--- config.mk ---
export PLATFORM = sky130hd
export DESIGN_NAME = audio_serial_output_port
export DESIGN_NICKNAME = d
export VERILOG_FILES = /design/src/verilog/audio_out_pkg.sv /design/src/verilog/audio_serial_output_port.sv /design/src/verilog/master_clock_divider.sv
export SDC_FILE = /design/constraint.sdc
export NUM_CORES = 1
export LEC_CHECK = 0
export ABC_AREA = 1
export BUFFER_PORTS_ARGS = -buffer_cell sky130_fd_sc_hd__buf_2
export CORE_UTILIZATION = 43
export CTS_CLUSTER_DIAMETER = 120
export DETAILED_ROUTE_END_ITERATION = 12
export PLACE_DENSITY = 0.66
export SYNTH_ARGS = -nofsm -noshare
export SYNTH_HDL_FRONTEND = slang
export SYNTH_SLANG_ARGS = --single-unit
--- constraint.sdc ---
create_clock -name sys_clk -period 4.3 [get_ports sys_clk]
set_clock_uncertainty 0.2 [all_clocks]
set_input_delay 0.645 -clock sys_clk [delete_from_list [all_inputs] [get_ports sys_clk]]
set_output_delay 0.645 -clock sys_clk [all_outputs]
set_load 0.05 [all_outputs]
--- src/verilog/audio_out_pkg.sv ---
`default_nettype none
package audio_out_pkg;
  // Register map
  localparam int             ADDR_W       = 12;
  localparam int             DATA_W       = 16;
  localparam logic [11:0]    CTRL_ADDR    = 12'h81E;
  localparam logic [11:0]    STATUS_ADDR  = 12'h820;
  localparam logic [15:0]    CTRL_RESET   = 16'h0000;
  localparam logic [15:0]    CTRL_WMASK   = 16'h3FFF;
  localparam int             CFG_W        = 14;

  // Stream shape
  localparam int             SAMPLE_W     = 24;
  localparam int             NUM_CH       = 8;
  localparam int             NUM_LINES    = 4;
  localparam int             CNT_W        = 10;

  // Master divider: bit positions of the 1024-step internal counter
  localparam logic [3:0]     BCLK_BIT_DIV16  = 4'h3;
  localparam logic [3:0]     WCLK_BIT_DIV1024 = 4'h9;
  localparam logic [3:0]     WCLK_BIT_DIV512  = 4'h8;
  localparam logic [3:0]     WCLK_BIT_DIV256  = 4'h7;

  // MSB delay in bit clocks, per code
  localparam logic [9:0]     DELAY_CODE0  = 10'h001;
  localparam logic [9:0]     DELAY_CODE1  = 10'h000;
  localparam logic [9:0]     DELAY_CODE2  = 10'h008;
  localparam logic [9:0]     DELAY_CODE3  = 10'h00C;
  localparam logic [9:0]     DELAY_CODE4  = 10'h010;

  // Word length in bits, per code
  localparam logic [9:0]     WLEN_24      = 10'h018;
  localparam logic [9:0]     WLEN_20      = 10'h014;
  localparam logic [9:0]     WLEN_16      = 10'h010;

  // Control register bits 13..0, MSB first
  typedef struct packed {
    logic       wclk_pol;
    logic       bclk_pol;
    logic       master;
    logic [1:0] bdiv;
    logic [1:0] wdiv;
    logic       frame_sync_type;
    logic       tdm;
    logic [2:0] delay;
    logic [1:0] wlen;
  } port_cfg_s;

  typedef struct packed {
    logic [NUM_CH-1:0][SAMPLE_W-1:0] ch;
  } frame_samples_s;
endpackage
`default_nettype wire

--- src/verilog/audio_serial_output_port.sv ---
// How it works
// Word-clock polarity bit swaps left and right; in TDM the code ignores it and keeps channel order
// Bit-clock polarity picks data change edge
// Slave after reset; master bit drives clocks
// Master bit clock: internal /16 /8 /4 /2
// Master word clock: /1024 /512 /256
// Rate fields matter only in master mode
// Frame sync: square wave or frame pulse
// TDM: eight channels on first data line
// MSB first, delayed 1,0,8,12,16 bit clocks
// Word length 24, 20 or 16 bits
// Zeros after LSB until next word
// Software avoids reserved field codes
`timescale 1ns/100ps
`default_nettype none
module audio_serial_output_port #(
  parameter int LINES = audio_out_pkg::NUM_LINES
) (
  input  wire logic                        sys_clk,
  input  wire logic                        rst_n,
  input  wire logic                        clk_en,
  input  wire logic [audio_out_pkg::ADDR_W-1:0] reg_addr,
  input  wire logic [audio_out_pkg::DATA_W-1:0] reg_wdata,
  input  wire logic                        reg_wr,
  input  wire logic                        reg_rd,
  output logic [audio_out_pkg::DATA_W-1:0] reg_rdata,
  input  wire audio_out_pkg::frame_samples_s samples,
  output logic                             samples_taken,
  input  wire logic                        bit_clock_in,
  output logic                             bit_clock_out,
  output logic                             bit_clock_oe,
  input  wire logic                        word_clock_in,
  output logic                             word_clock_out,
  output logic                             word_clock_oe,
  output logic                             serial_data_out_first,
  output logic [LINES-2:0]                 serial_data_out_rest
);
  import audio_out_pkg::*;

  if (LINES != NUM_LINES) begin : g_bad_lines
    $error("Port serves exactly four stereo data lines");
  end

  logic [DATA_W-1:0] ctrl_r;
  logic [DATA_W-1:0] rdata_r;
  port_cfg_s         cfg;
  logic              m_bclk;
  logic              m_wclk;
  logic              bclk_now;
  logic              wclk_now;
  logic              bclk_prev_r;
  logic              wclk_last_r;
  logic              shift_edge;
  logic              frame_start;
  logic [CNT_W-1:0]  bit_cnt_r;
  logic [CNT_W-1:0]  frame_len_r;
  logic [CNT_W-1:0]  slot_len;
  logic [CNT_W-1:0]  slot_pos_r;
  logic [2:0]        slot_idx_r;
  logic [CNT_W-1:0]  pos_nxt;
  logic [2:0]        idx_nxt;
  logic              slot_wrap;
  logic [CNT_W-1:0]  delay_val;
  logic [CNT_W-1:0]  wlen_val;
  logic [CNT_W-1:0]  word_pos;
  logic              in_word;
  logic [4:0]        bit_sel;
  frame_samples_s    held_r;
  frame_samples_s    words;
  logic [LINES-1:0]  line_bit;
  logic [LINES-1:0]  sdo_r;
  logic              ctrl_hit;
  logic              status_hit;
  logic [DATA_W-1:0] rd_mux;

  // Register port
  assign ctrl_hit   = reg_addr == CTRL_ADDR;
  assign status_hit = reg_addr == STATUS_ADDR;
  assign rd_mux     = ctrl_hit   ? ctrl_r :
                      status_hit ? {5'h00, cfg.master, frame_len_r} : '0;
  assign cfg        = port_cfg_s'(ctrl_r[CFG_W-1:0]);
  assign reg_rdata  = rdata_r;

  always_ff @(posedge sys_clk or negedge rst_n) begin
    if (!rst_n) begin
      ctrl_r  <= CTRL_RESET;
      rdata_r <= '0;
    end else if (clk_en) begin
      if (reg_wr && ctrl_hit) begin
        ctrl_r <= reg_wdata & CTRL_WMASK;
      end
      rdata_r <= reg_rd ? rd_mux : '0;
    end
  end

  master_clock_divider u_div (
    .sys_clk (sys_clk),
    .rst_n   (rst_n),
    .clk_en  (clk_en),
    .run     (cfg.master),
    .bdiv    (cfg.bdiv),
    .wdiv    (cfg.wdiv),
    .frame_sync_type     (cfg.frame_sync_type),
    .bclk    (m_bclk),
    .wclk    (m_wclk)
  );

  // Pins are inputs until the master bit is set
  assign bit_clock_out  = m_bclk;
  assign word_clock_out = m_wclk;
  assign bit_clock_oe   = cfg.master;
  assign word_clock_oe  = cfg.master;

  // In slave mode the rate fields are ignored entirely
  assign bclk_now = cfg.master ? m_bclk : bit_clock_in;
  assign wclk_now = cfg.master ? m_wclk : word_clock_in;

  // Data moves on the falling edge for polarity 0, rising for 1
  assign shift_edge  = clk_en && (bclk_now != bclk_prev_r) &&
                       (bclk_now == cfg.bclk_pol);
  // Square clock: frame opens on falling edge; pulse: on its rise
  assign frame_start = shift_edge &&
                       (cfg.frame_sync_type ? (wclk_now & ~wclk_last_r)
                                : (~wclk_now & wclk_last_r));
  assign samples_taken = frame_start;

  // Slot length comes from the measured frame, so slave
  // frames split evenly when their bit count is a multiple of the slot count
  assign slot_len  = cfg.tdm ? (frame_len_r >> 3) : (frame_len_r >> 1);
  assign slot_wrap = slot_pos_r == slot_len - 10'h001;
  assign pos_nxt   = frame_start ? '0 : (slot_wrap ? '0 : slot_pos_r + 10'h001);
  assign idx_nxt   = frame_start ? '0 : (slot_wrap ? slot_idx_r + 3'h1 : slot_idx_r);

  // Reserved codes fall back to the plainest setting
  assign delay_val = (cfg.delay == 3'h0) ? DELAY_CODE0 :
                     (cfg.delay == 3'h1) ? DELAY_CODE1 :
                     (cfg.delay == 3'h2) ? DELAY_CODE2 :
                     (cfg.delay == 3'h3) ? DELAY_CODE3 :
                     (cfg.delay == 3'h4) ? DELAY_CODE4 : DELAY_CODE0;         // see
  assign wlen_val  = (cfg.wlen == 2'h1) ? WLEN_20 :
                     (cfg.wlen == 2'h2) ? WLEN_16 : WLEN_24;                  // see

  assign word_pos = pos_nxt - delay_val;
  assign in_word  = (pos_nxt >= delay_val) && (word_pos < wlen_val) &&
                    (slot_len != '0);
  assign bit_sel  = 5'(SAMPLE_W - 1) - word_pos[4:0];

  // A delay of zero needs the new frame's samples on the opening edge
  assign words = frame_start ? samples : held_r;

  for (genvar k = 0; k < LINES; k++) begin : g_line
    logic [2:0] ch;
    logic       live;
    assign ch   = cfg.tdm ? idx_nxt
                          : 3'((2 * k) + {2'b00, idx_nxt[0] ^ cfg.wclk_pol});
    assign live = cfg.tdm ? (k == 0) : (idx_nxt < 3'h2);
    assign line_bit[k] = live && in_word && words.ch[ch][bit_sel];
  end

  always_ff @(posedge sys_clk or negedge rst_n) begin
    if (!rst_n) begin
      bclk_prev_r <= 1'b0;
      wclk_last_r <= 1'b0;
    end else if (clk_en) begin
      bclk_prev_r <= bclk_now;
      if (shift_edge) begin
        wclk_last_r <= wclk_now;
      end
    end
  end

  always_ff @(posedge sys_clk or negedge rst_n) begin
    if (!rst_n) begin
      bit_cnt_r   <= '0;
      frame_len_r <= '0;
      slot_pos_r  <= '0;
      slot_idx_r  <= '0;
    end else if (shift_edge) begin
      slot_pos_r <= pos_nxt;
      slot_idx_r <= idx_nxt;
      if (frame_start) begin
        frame_len_r <= bit_cnt_r + 10'h001;
        bit_cnt_r   <= '0;
      end else if (bit_cnt_r != '1) begin
        bit_cnt_r <= bit_cnt_r + 10'h001;
      end
    end
  end

  always_ff @(posedge sys_clk or negedge rst_n) begin
    if (!rst_n) begin
      held_r <= '0;
      sdo_r  <= '0;
    end else if (shift_edge) begin
      if (frame_start) begin
        held_r <= samples;
      end
      sdo_r <= line_bit;
    end
  end

  assign serial_data_out_first = sdo_r[0];
  assign serial_data_out_rest  = sdo_r[LINES-1:1];
endmodule // audio_serial_output_port
`default_nettype wire

--- src/verilog/master_clock_divider.sv ---
`timescale 1ns/100ps
`default_nettype none
module master_clock_divider (
  input  wire logic       sys_clk,
  input  wire logic       rst_n,
  input  wire logic       clk_en,
  input  wire logic       run,
  input  wire logic [1:0] bdiv,
  input  wire logic [1:0] wdiv,
  input  wire logic       frame_sync_type,
  output logic            bclk,
  output logic            wclk
);
  import audio_out_pkg::*;

  logic [CNT_W-1:0] cnt_r;
  logic [CNT_W-1:0] cnt_nxt;
  logic [3:0]       bsh;
  logic [3:0]       wsh;
  logic [CNT_W-1:0] wmask;
  logic [CNT_W-1:0] bper;
  logic             pulse;

  assign cnt_nxt = run ? cnt_r + 10'h001 : '0;
  assign bsh     = BCLK_BIT_DIV16 - {2'b00, bdiv};
  // Reserved word-clock code falls back to the fastest rate
  assign wsh     = (wdiv == 2'b00) ? WCLK_BIT_DIV1024 :
                   (wdiv == 2'b01) ? WCLK_BIT_DIV512 : WCLK_BIT_DIV256;       // see
  assign wmask   = CNT_W'((11'h002 << wsh) - 11'h001);
  assign bper    = CNT_W'(11'h002 << bsh);
  // Pulse covers the first bit period of each frame
  assign pulse   = (cnt_nxt & wmask) < bper;

  always_ff @(posedge sys_clk or negedge rst_n) begin
    if (!rst_n) begin
      cnt_r <= '0;
      bclk  <= 1'b0;
      wclk  <= 1'b0;
    end else if (clk_en) begin
      cnt_r <= cnt_nxt;
      bclk  <= cnt_nxt[bsh];
      wclk  <= frame_sync_type ? pulse : cnt_nxt[wsh];
    end
  end
endmodule // master_clock_divider
`default_nettype wire

# Word-level counts from Yosys, hierarchy flattened
# Cells that the tools add are included.
# classes
addsub,12
magnitude_cmp,11
eq_ne,13
n_shift,2
mux,51
n_bitwise,6
reduce_logical,20
# op_table
operator,count
binary-select mux 24 bit (select 3 bit),4
2-to-1 mux 192 bit,1
2-to-1 mux 24 bit,4
2-to-1 mux 10 bit,5
adder 10 x 1 -> 10 bit (second input constant),3
2-to-1 mux 14 bit,2
2-to-1 mux 5 bit,5
== test 12 bit (second input constant),2
binary-select mux 1 bit (select 5 bit),4
<< shifter 2 x 4 -> 10 bit (first input constant),2
2-to-1 mux 3 bit,6
less-than comparator 3 x 4 -> 1 bit (second input constant),4
2-to-1 mux 4 bit,4
logical AND 1 bit,12
2-to-1 mux 1 bit,12
2-to-1 mux 11 bit,1
AND 10 bit,1
== test 10 bit,1
>= comparator 10 x 5 -> 1 bit,1
less-than comparator 10 bit,1
less-than comparator 10 x 5 -> 1 bit,1
less-than comparator 4 x 5 -> 1 bit (second input constant),2
inequality test 10 bit (second input constant),1
nonzero test 10 bit,1
other kinds (26),35
# word_totals
register_bits,273
inputBits,227
output_inout_bits,25

# Logic depth before layout (Yosys ltp)
# Gate-level depths: netlist of the first run.
# depth
depth_word,14
mapped_depth,33
mapped_depth_nobuf,32

# Modules after synthesis
# Synthesis of the first run repeated with hierarchy kept, for this count alone.
# unflattened
cells_unflattened,2287
hier_area_um2,16180.5
# by_module_without_submodules
module,n_inst,cells_each,area_per_inst_um2,seq_area_each_um2
audio_serial_output_port,1,2158,15297.2,6481.2
master_clock_divider,1,129,883.3,300.3

# Worst setup path before layout of the first run
# Ideal clock, no wire load.
# synth_path
path_kind,reg-to-reg
startpoint,register ctrl_r[11]
endpoint,register sdo_r[1]
setup_ns,0.066
arrival_ns,3.837
required_time_ns,4.034
path_slack_ns,0.197
path_stages_with_launch,21
path_buffers,1
cell_sequence,dfrtp_1 -> inv_1 -> o21ai_0 -> a21oi_1 -> nand2_1 -> buf_2 -> nand2_2 -> nor3b_1 -> ha_1 -> a21oi_2 -> xor2_2 -> ha_1 -> a21oi_1 -> o21ai_0 -> nor2_1 -> nand3_1 -> a21oi_1 -> nand3_1 -> a21oi_1 -> nand3_1 -> nand2_1
# synth_rtl
element,line_no,rtl
start: declaration,audio_serial_output_port.sv:44,logic [DATA_W-1:0] ctrl_r;
start signal: assignment,audio_serial_output_port.sv:90,ctrl_r <= reg_wdata & CTRL_WMASK;
2-to-1 mux 1 bit (on tied branches),"audio_serial_output_port.sv:116, audio_serial_output_port.sv:115",
inverter 1 bit / inequality test 1 bit (equally long branches),"audio_serial_output_port.sv:124, audio_serial_output_port.sv:119",
AND 1 bit / logical AND 1 bit (equally long branches),"audio_serial_output_port.sv:124, audio_serial_output_port.sv:119",
2-to-1 mux 1 bit / logical AND 1 bit (equally long branches),"audio_serial_output_port.sv:123, audio_serial_output_port.sv:119",
logical AND 1 bit *,audio_serial_output_port.sv:122,assign frame_start = shift_edge &&
2-to-1 mux 10 bit *,audio_serial_output_port.sv:131,assign pos_nxt = frame_start ? '0 : (slot_wrap ? '0 : slot_pos_r + 10'h001);
named net pos_nxt[2],audio_serial_output_port.sv:60,logic [CNT_W-1:0] pos_nxt;
"parallel branches: the longest is 5 deep, another holds subtractor 10 x 5 -> 10 bit",-,
logical AND 1 bit *,audio_serial_output_port.sv:157,assign line_bit[k] = live && in_word && words.ch[ch][bit_sel];
end signal: assignment,audio_serial_output_port.sv:198,sdo_r <= line_bit;
end: declaration,audio_serial_output_port.sv:71,logic [LINES-1:0] sdo_r;
# Mark *: on every way through the listed nets, which the timed path passes. The select of a mux whose other input is x is not followed.
# A chain may end at the register's enable or synchronous reset.

# Worst setup path in the final report of the first run
# layout_path
startpoint,register ctrl_r[5]
endpoint,register sdo_r[0]
# layout_between
elab_chain_len,12
# layout_lines
element,line_no
"parallel branches: the longest is 11 deep, another holds subtractor 9 x 1 -> 10 bit",-
logical AND 1 bit *,audio_serial_output_port.sv:157
# Every way passes the cells marked *. The select of a mux whose other input is x is not followed.

==> results of run 1 <==
[metal layers]
layer  vias to the layer above  wire length, um  GRT usage, %
met5                         -               13             0
met4                         2             1590          8.41
met3                        95             3370          3.30
met2                       595            25000          47.3
met1                      7612            21800          35.3
li1                       7863                -             -
[state kept, by name, indices dropped and copies added, names as in the netlist]
register / cells
slot_idx_r: 3
sdo_r: 4
wclk_last_r: 1
bclk_prev_r: 1
u_div.cnt_r: 10
u_div.wclk: 1
frame_len_r: 10
bit_cnt_r: 10
ctrl_r: 14
u_div.bclk: 1
reg_rdata: 14
held_r: 192
slot_pos_r: 10
[synthesized netlist by cell type (12+ instances only)]
library cell	instances	share of area (%)
nand3_1	543	17
nor2_1	51	1.2
buf_6	12	0.85
a32o_1	13	0.82
buf_2	40	1.3
a21oi_1	19	0.60
nand2_1	959	23
buf_1	17	0.40
xor2_1	13	0.72
inv_1	81	1.9
dfrtp_1	271	43
clkbuf_1	57	1.3
mux2_2	14	0.99
o21ai_0	64	2.0
ha_1	15	1.2
[power by group through the flow]
stage | clock, mW | combinational [mW] | sequential (mW)
after detailed placement | 0 | 4.05 | 3.34
after global routing | 2.91 | 4.75 | 3.36
after floorplan | 0 | 2.70 | 3.32
after CTS | 2.82 | 4.08 | 3.30
final | 2.78 | 4.26 | 3.30
after global placement | 0 | 3.99 | 3.33
[placed cells by master (no fill, tap or decap), types with 3 or more instances in the layout]
| cell type | n |
|---|---|
| nand3_4 | 3 |
| inv_6 | 4 |
| a21oi_2 | 8 |
| dfrtp_1 | 270 |
| ha_1 | 12 |
| or2_2 | 3 |
| buf_12 | 18 |
| nand2_1 | 953 |
| a32o_1 | 13 |
| nand2_2 | 9 |
| clkbuf_16 | 31 |
| buf_4 | 48 |
| bufinv_16 | 5 |
| o211ai_1 | 6 |
| a21oi_1 | 12 |
| xor2_1 | 13 |
| nand3_1 | 542 |
| nor2_2 | 10 |
| ha_4 | 3 |
| nand2_4 | 7 |
| nand4_1 | 7 |
| mux2_2 | 14 |
| nor2_4 | 3 |
| o22ai_1 | 6 |
| inv_1 | 80 |
| xnor2_1 | 3 |
| o31ai_1 | 3 |
| buf_2 | 246 |
| nor2_1 | 47 |
| clkbuf_8 | 6 |
| clkbuf_1 | 6 |
| o21ai_0 | 63 |
| inv_2 | 3 |
| clkinv_2 | 5 |
| nor4_1 | 3 |
| nor3_1 | 7 |
| nand3_2 | 3 |
[stage by stage]
step           hold slack, ns  util, %  cell area (um^2)
2_1_floorplan           0.149        -             15900
4_1_cts                0.0865     51.8             18900
6_report               0.0975     52.4             19100
3_3_place_gp            0.262     48.8             17800
5_1_grt                 0.105     52.4             19100
3_5_place_dp            0.264     48.8             17800
[worst register-to-register path: cells and delay by family (launching register included)]
family / cells / cell delay, ns
buffers and inverters: 5 / 0.69
AO/OA/AOI/OAI: 1 / 0.12
AND/OR/NAND/NOR: 22 / 2.29
flip-flops: 1 / 0.43
adder cells (fa/ha/maj): 1 / 0.24
[worst min path at each step]
stage	cells after the start	end	slack (ns)
3_5_place_dp	2	held_r[2]	0.26
6_report	3	held_r[113]	0.1
2_1_floorplan	0	bclk_prev_r	0.15
4_1_cts	3	held_r[113]	0.09
3_3_place_gp	2	held_r[119]	0.26
5_1_grt	3	held_r[106]	0.10
[cell type report]
| cell class | instances | area share, % |
|---|---|---|
| antenna | 1 | 0.0131 |
| clock buffer | 42 | 4.48 |
| clock inverter | 13 | 1.09 |
| inverter | 88 | 1.85 |
| multi-input combinational | 1774 | 43.5 |
| sequential | 271 | 35.5 |
| tap | 468 | 3.06 |
| timing repair buffer | 316 | 10.5 |
[what timing repair did]
item	CTS	global route
gates cloned	0	1
setup endpoints to repair	4	4
pin swaps	0	23
setup buffers	0	4
resized for setup	2	38
hold endpoints to repair	62	0
hold buffers	1	0
[cells by family (layout without fill, tap and decap cells)]
group	count (synthesis)	in the layout
compound gates	119	119
xor+xnor	17	17
fa+ha+maj	15	15
buf+inv	219	459
flops	271	271
mux	15	15
other cells	1	3
simple gates	1606	1606
==> run_results.csv, run 1 <==
group,metric,value,unit
synthesis,synth_top_family_by_area,"simple AND/OR/NAND/NOR gates",
grt,gr-total-overflow,0,
floorplan,core_area,36500,um^2
sta,finalCritPeriodShare,94.6,%
critical_path,worst-path-max-fanout,46,
clock_tree,insertion_delay,0.57,ns
synthesis,yosysUniqueCellTypes,50,
synthesis,synthFlopType,"dfrtp_1",
routing,wl_per_cell,17.4,um
clock_tree,cts.sinks,271,
final_layout,fin_cells,2973,
synthesis,muxShareOfSynthArea,1.05,%
final_layout,drive_gt1_share,17.7,%
power_and_ir_drop,peakVddDrop,0.413,mV
power_and_ir_drop,intPower,6.32,mW
hold_path,min_from,"samples[113]",
placement,dp_hpwl,37800,um
power_and_ir_drop,switching_share,38.9,%
synthesis,synth_xor_xnor_area_share,0.982,%
critical_path,worstPathArrival,4.32,ns
critical_path,regToRegEndpoint,"sdo_r[0]",
critical_path,worst-path-buf-inv,5,
clock_tree,cts_max_level,1,
floorplan,dieArea,37800,um^2
power_and_ir_drop,p_leak,9.91,nW
power_and_ir_drop,finalPower,10.3,mW
sta,fin_tns_setup,0,ns
synthesis,avgSynthCellArea,7.04,um^2
synthesis,yosys_warnings,0,
critical_path,rr_worst_depth,29,
critical_path,critPathCaptureType,"register",
synthesis,synthAdderAreaFrac,1.18,%
job,maxCapViolCount,0,
routing,drc,0,
grt,antenna_found_initial,2,
placement,place_congestion,0.947,
routing,firstDrtPassIters,6,
routing,vias,16200,
critical_path,required,4.55,ns
critical_path,r2r_setup_slack,0.23,ns
synthesis,ys_seq_area_share,42.6,%
clock_tree,clkTransAtPathRegs,0.06,ns
final_layout,final-seq-area,6780,um^2
floorplan,initial_core_util,43.6,%
synthesis,syn-cell-area,15900,um^2
sta,slew_headroom,37.4,%
outcome,outcome,"complete, no violations",
power_and_ir_drop,power_frac_clock,26.8,%
critical_path,cpMaxStageDelayCell,"dfrtp_2",
synthesis,synth_simple_gate_area_share,43.5,%
routing,final_antenna_net_count,0,
power_and_ir_drop,switchingPower,4.02,mW
sta,fin_ws,0.230,ns
power_and_ir_drop,power_density,541,nW/um^2
power_and_ir_drop,p_seq_share,31.9,%
clock_tree,cts-buffers-inserted,30,
synthesis,synth_compound_area_share,4.46,%
synthesis,async_reset_ff_share,100,%
sta,rsz0062_at_grt,"true",
routing,viasPerCell,5.44,
critical_path,crit_path_start,"ctrl_r[5]",
sta,slew_violations,0,
critical_path,path_delay_family,"simple AND/OR/NAND/NOR gates",
synthesis,synth-seq-cells,271,
floorplan,ios,252,
critical_path,crit_cells,29,
placement,place_ws,-0.0510,ns
final_layout,syn_to_final_growth,20.1,%
sta,hold_viol,0,
final_layout,multi_input_area,8320,um^2
floorplan,dieHeight,194,um
final_layout,nets,2723,
clock_tree,clk_path_buf_depth,3,
floorplan,die_w,194,um
sta,setup_viol,0,
critical_path,crit_path_frequent_cell,"nand3_1",
routing,initialDrtViolationCount,1152,
critical_path,critPathKind,"register to register",
sta,min_period,4.07,ns
final_layout,n_fill_cell,3644,
sta,tightest_slew,0.937,ns
critical_path,crit_path_end,"sdo_r[0]",
floorplan,row_count,70,
placement,portBuffers,247,
critical_path,start_kind,"register",
sta,max_freq,246,MHz
placement,dp_cells,2912,
grt,grtUsageTotal,27.2,%
critical_path,timing.rr.start,"ctrl_r[5]",
synthesis,synth_enable_flop_cells,0,
grt,grt_max_degree,124,
routing,finalWirelength,51800,um
hold_path,hp-class,"input port to register",
grt,grt_pass1_wl,82600,um
synthesis,postSynthCellCount,2263,
grt,grt_pass1_vias,15700,
clock_tree,cts_tree,"built",
clock_tree,root_buffer,"clkbuf_16",
critical_path,slowest_delay,0.43,ns
power_and_ir_drop,p_comb_share,41.2,%
Note: power is estimated with default switching activity, not from simulation.
==> run 2: changes to the inputs <==
- PLACE_DENSITY: 0.66 -> 0.63
- clock period: 4.3 -> 4.5 ns (I/O delays scaled with it)
==> run 2 against run 1 <==
Against the previous run:
- die area is the same
- clock-buffer cell count is 3 higher
- hold slack improved by 0.030 ns
- utilization fell by 0.91 points
- combinational power down 10%
- sequential power decreased by 4%
==> run_results.csv, run 2 (synthesis gave the netlist of run 1 again) <==
group,metric,value,unit
routing,wl_met3,3120,um
floorplan,dieHeight,194,um
clock_tree,root_buffer,"clkbuf_16",
power_and_ir_drop,p_comb_share,40.3,%
placement,portBuffers,247,
sta,slew_violations,0,
clock_tree,cts-buffers-inserted,31,
grt,grt_pass1_wl,83000,um
floorplan,dieArea,37800,um^2
power_and_ir_drop,switching_share,39.6,%
floorplan,core_area,36500,um^2
grt,grt_pass1_vias,15600,
job,maxCapViolCount,0,
placement,place_ws,0.0844,ns
power_and_ir_drop,p_seq_share,33.2,%
clock_tree,cts_tree,"built",
critical_path,crit_path_frequent_cell,"nand2_1",
routing,final_antenna_net_count,0,
final_layout,top_register,"held_r",
critical_path,worst-path-max-fanout,5,
power_and_ir_drop,switchingPower,3.76,mW
critical_path,required,4.81,ns
final_layout,largest_reg_flops,192,
sta,min_period,4.18,ns
power_and_ir_drop,peakVddDrop,0.501,mV
placement,place_congestion,0.940,
sta,fin_tns_setup,0,ns
hold_path,min_from,"samples[122]",
power_and_ir_drop,intPower,5.74,mW
critical_path,crit_path_start,"ctrl_r[5]",
outcome,outcome,"complete, no violations",
grt,antenna_found_initial,2,
sta,hold_viol,0,
critical_path,worstPathArrival,4.48,ns
grt,gr-total-overflow,0,
final_layout,final_common_cell,"nand2_1",
final_layout,syn_to_final_growth,18.0,%
floorplan,initial_core_util,43.6,%
power_and_ir_drop,power_density,505,nW/um^2
grt,grtUsageTotal,27.5,%
power_and_ir_drop,p_leak,9.75,nW
clock_tree,clkTransAtPathRegs,0.06,ns
final_layout,drive_gt1_share,17.0,%
routing,initialDrtViolationCount,1335,
routing,viasPerCell,5.39,
routing,maxUsedRoutingLayer,"met5",
sta,fin_ws,0.325,ns
final_layout,n_fill_cell,3614,
routing,dr_wl_met2,24700,um
sta,setup_viol,0,
critical_path,start_kind,"register",
grt,grt_max_degree,113,
routing,wl_per_cell,17.5,um
routing,finalWirelength,51900,um
critical_path,critPathCaptureType,"register",
critical_path,critPathKind,"register to register",
sta,finalCritPeriodShare,92.8,%
clock_tree,clk_path_buf_depth,3,
critical_path,timing.rr.start,"ctrl_r[5]",
hold_path,hp-class,"input port to register",
power_and_ir_drop,finalPower,9.50,mW
floorplan,row_count,70,
critical_path,slowest_delay,0.45,ns
final_layout,layout_common_cells,"955 x nand2_1, 542 x nand3_1, 269 x dfrtp_1",
sta,slew_headroom,35.6,%
clock_tree,insertion_delay,0.56,ns
sta,tightest_slew,0.965,ns
routing,drt-met1-wl,22200,um
sta,max_freq,240,MHz
power_and_ir_drop,power_frac_clock,26.5,%
routing,firstDrtPassIters,6,
final_layout,nets,2710,
critical_path,cpMaxStageDelayCell,"dfrtp_2",
clock_tree,cts.sinks,271,
floorplan,die_w,194,um
floorplan,ios,252,
clock_tree,cts_max_level,1,
routing,drc,0,
placement,dp_hpwl,38200,um
routing,vias,16000,
## run 2: cell count changes in the layout (fill, tap and decap cells not counted), sizes merged
cell,change
clkinvlp,+5
diode,+1
clkinv,-3
buf,-13
bufinv,-4
clkbuf,+2
inv,-1
## run 2: layout make-up
| class | count | area, um^2 | area share [%] |
|---|---|---|---|
| antenna | 2 | 5.00 | 0.0266 |
| timing repair buffer | 302 | 1810 | 9.62 |
| tap | 468 | 586 | 3.12 |
| clock inverter | 10 | 95.1 | 0.506 |
| multi-input combinational | 1774 | 8240 | 43.9 |
| sequential | 271 | 6780 | 36.1 |
| inverter | 88 | 345 | 1.84 |
| clock buffer | 45 | 928 | 4.94 |
## run 2: path summary, 6_finish.rpt
check,endpoint,slack [ns],cells after the start
setup reg to reg,sdo_r[2],0.32,30
hold / removal,held_r[122],0.13,3
min in group asynchronous,held_r[160],0.47,2
hold reg to reg,held_r[146],0.28,2
max in group asynchronous,held_r[125],2.64,3
setup / recovery,sdo_r[2],0.32,30
## run 2: what timing repair did
action,4_1_cts,5_1_grt
gates resized for setup,0,24
hold buffers,1,0
endpoints found under the hold margin,75,0
setup endpoints to repair,0,4
setup buffers,0,7
## run 2: power groups by stage
stage / sequential [mW] / clock [mW] / combinational [mW]
after global placement: 3.19 / 0 / 3.60
final: 3.16 / 2.51 / 3.83
after detailed placement: 3.20 / 0 / 3.66
after floorplan: 3.17 / 0 / 2.58
after global routing: 3.21 / 2.65 / 4.31
after CTS: 3.16 / 2.56 / 3.68
## run 2: routing by layer
layer  up-vias  track usage, %
met2       584            46.4
met5         -               0
met1      7432            36.5
met3       106            3.19
li1       7844               -
met4         2            9.73
## run 2: through the flow
stage | utilization, % | std cells | hold WS (ns) | cell area [um^2]
finish | 51.4 | 2960 | 0.127 | 18800
CTS | 51.1 | 2951 | 0.104 | 18600
floorplan | - | 2264 | 0.179 | 15900
global placement | 48.2 | 2895 | 0.261 | 17600
detailed placement | 48.2 | 2895 | 0.265 | 17600
global route | 51.4 | 2958 | 0.123 | 18800
## run 2: worst max-delay path: cells and delay by family, from the launching register on
kind	cells	cell delay, ns
and+or+nand+nor	17	1.54
adders and majority gates	3	0.87
AOI/OAI and AO/OA	5	0.61
DFF	1	0.45
buffers and inverters	4	0.28
xor gates and xnor gates	1	0.18
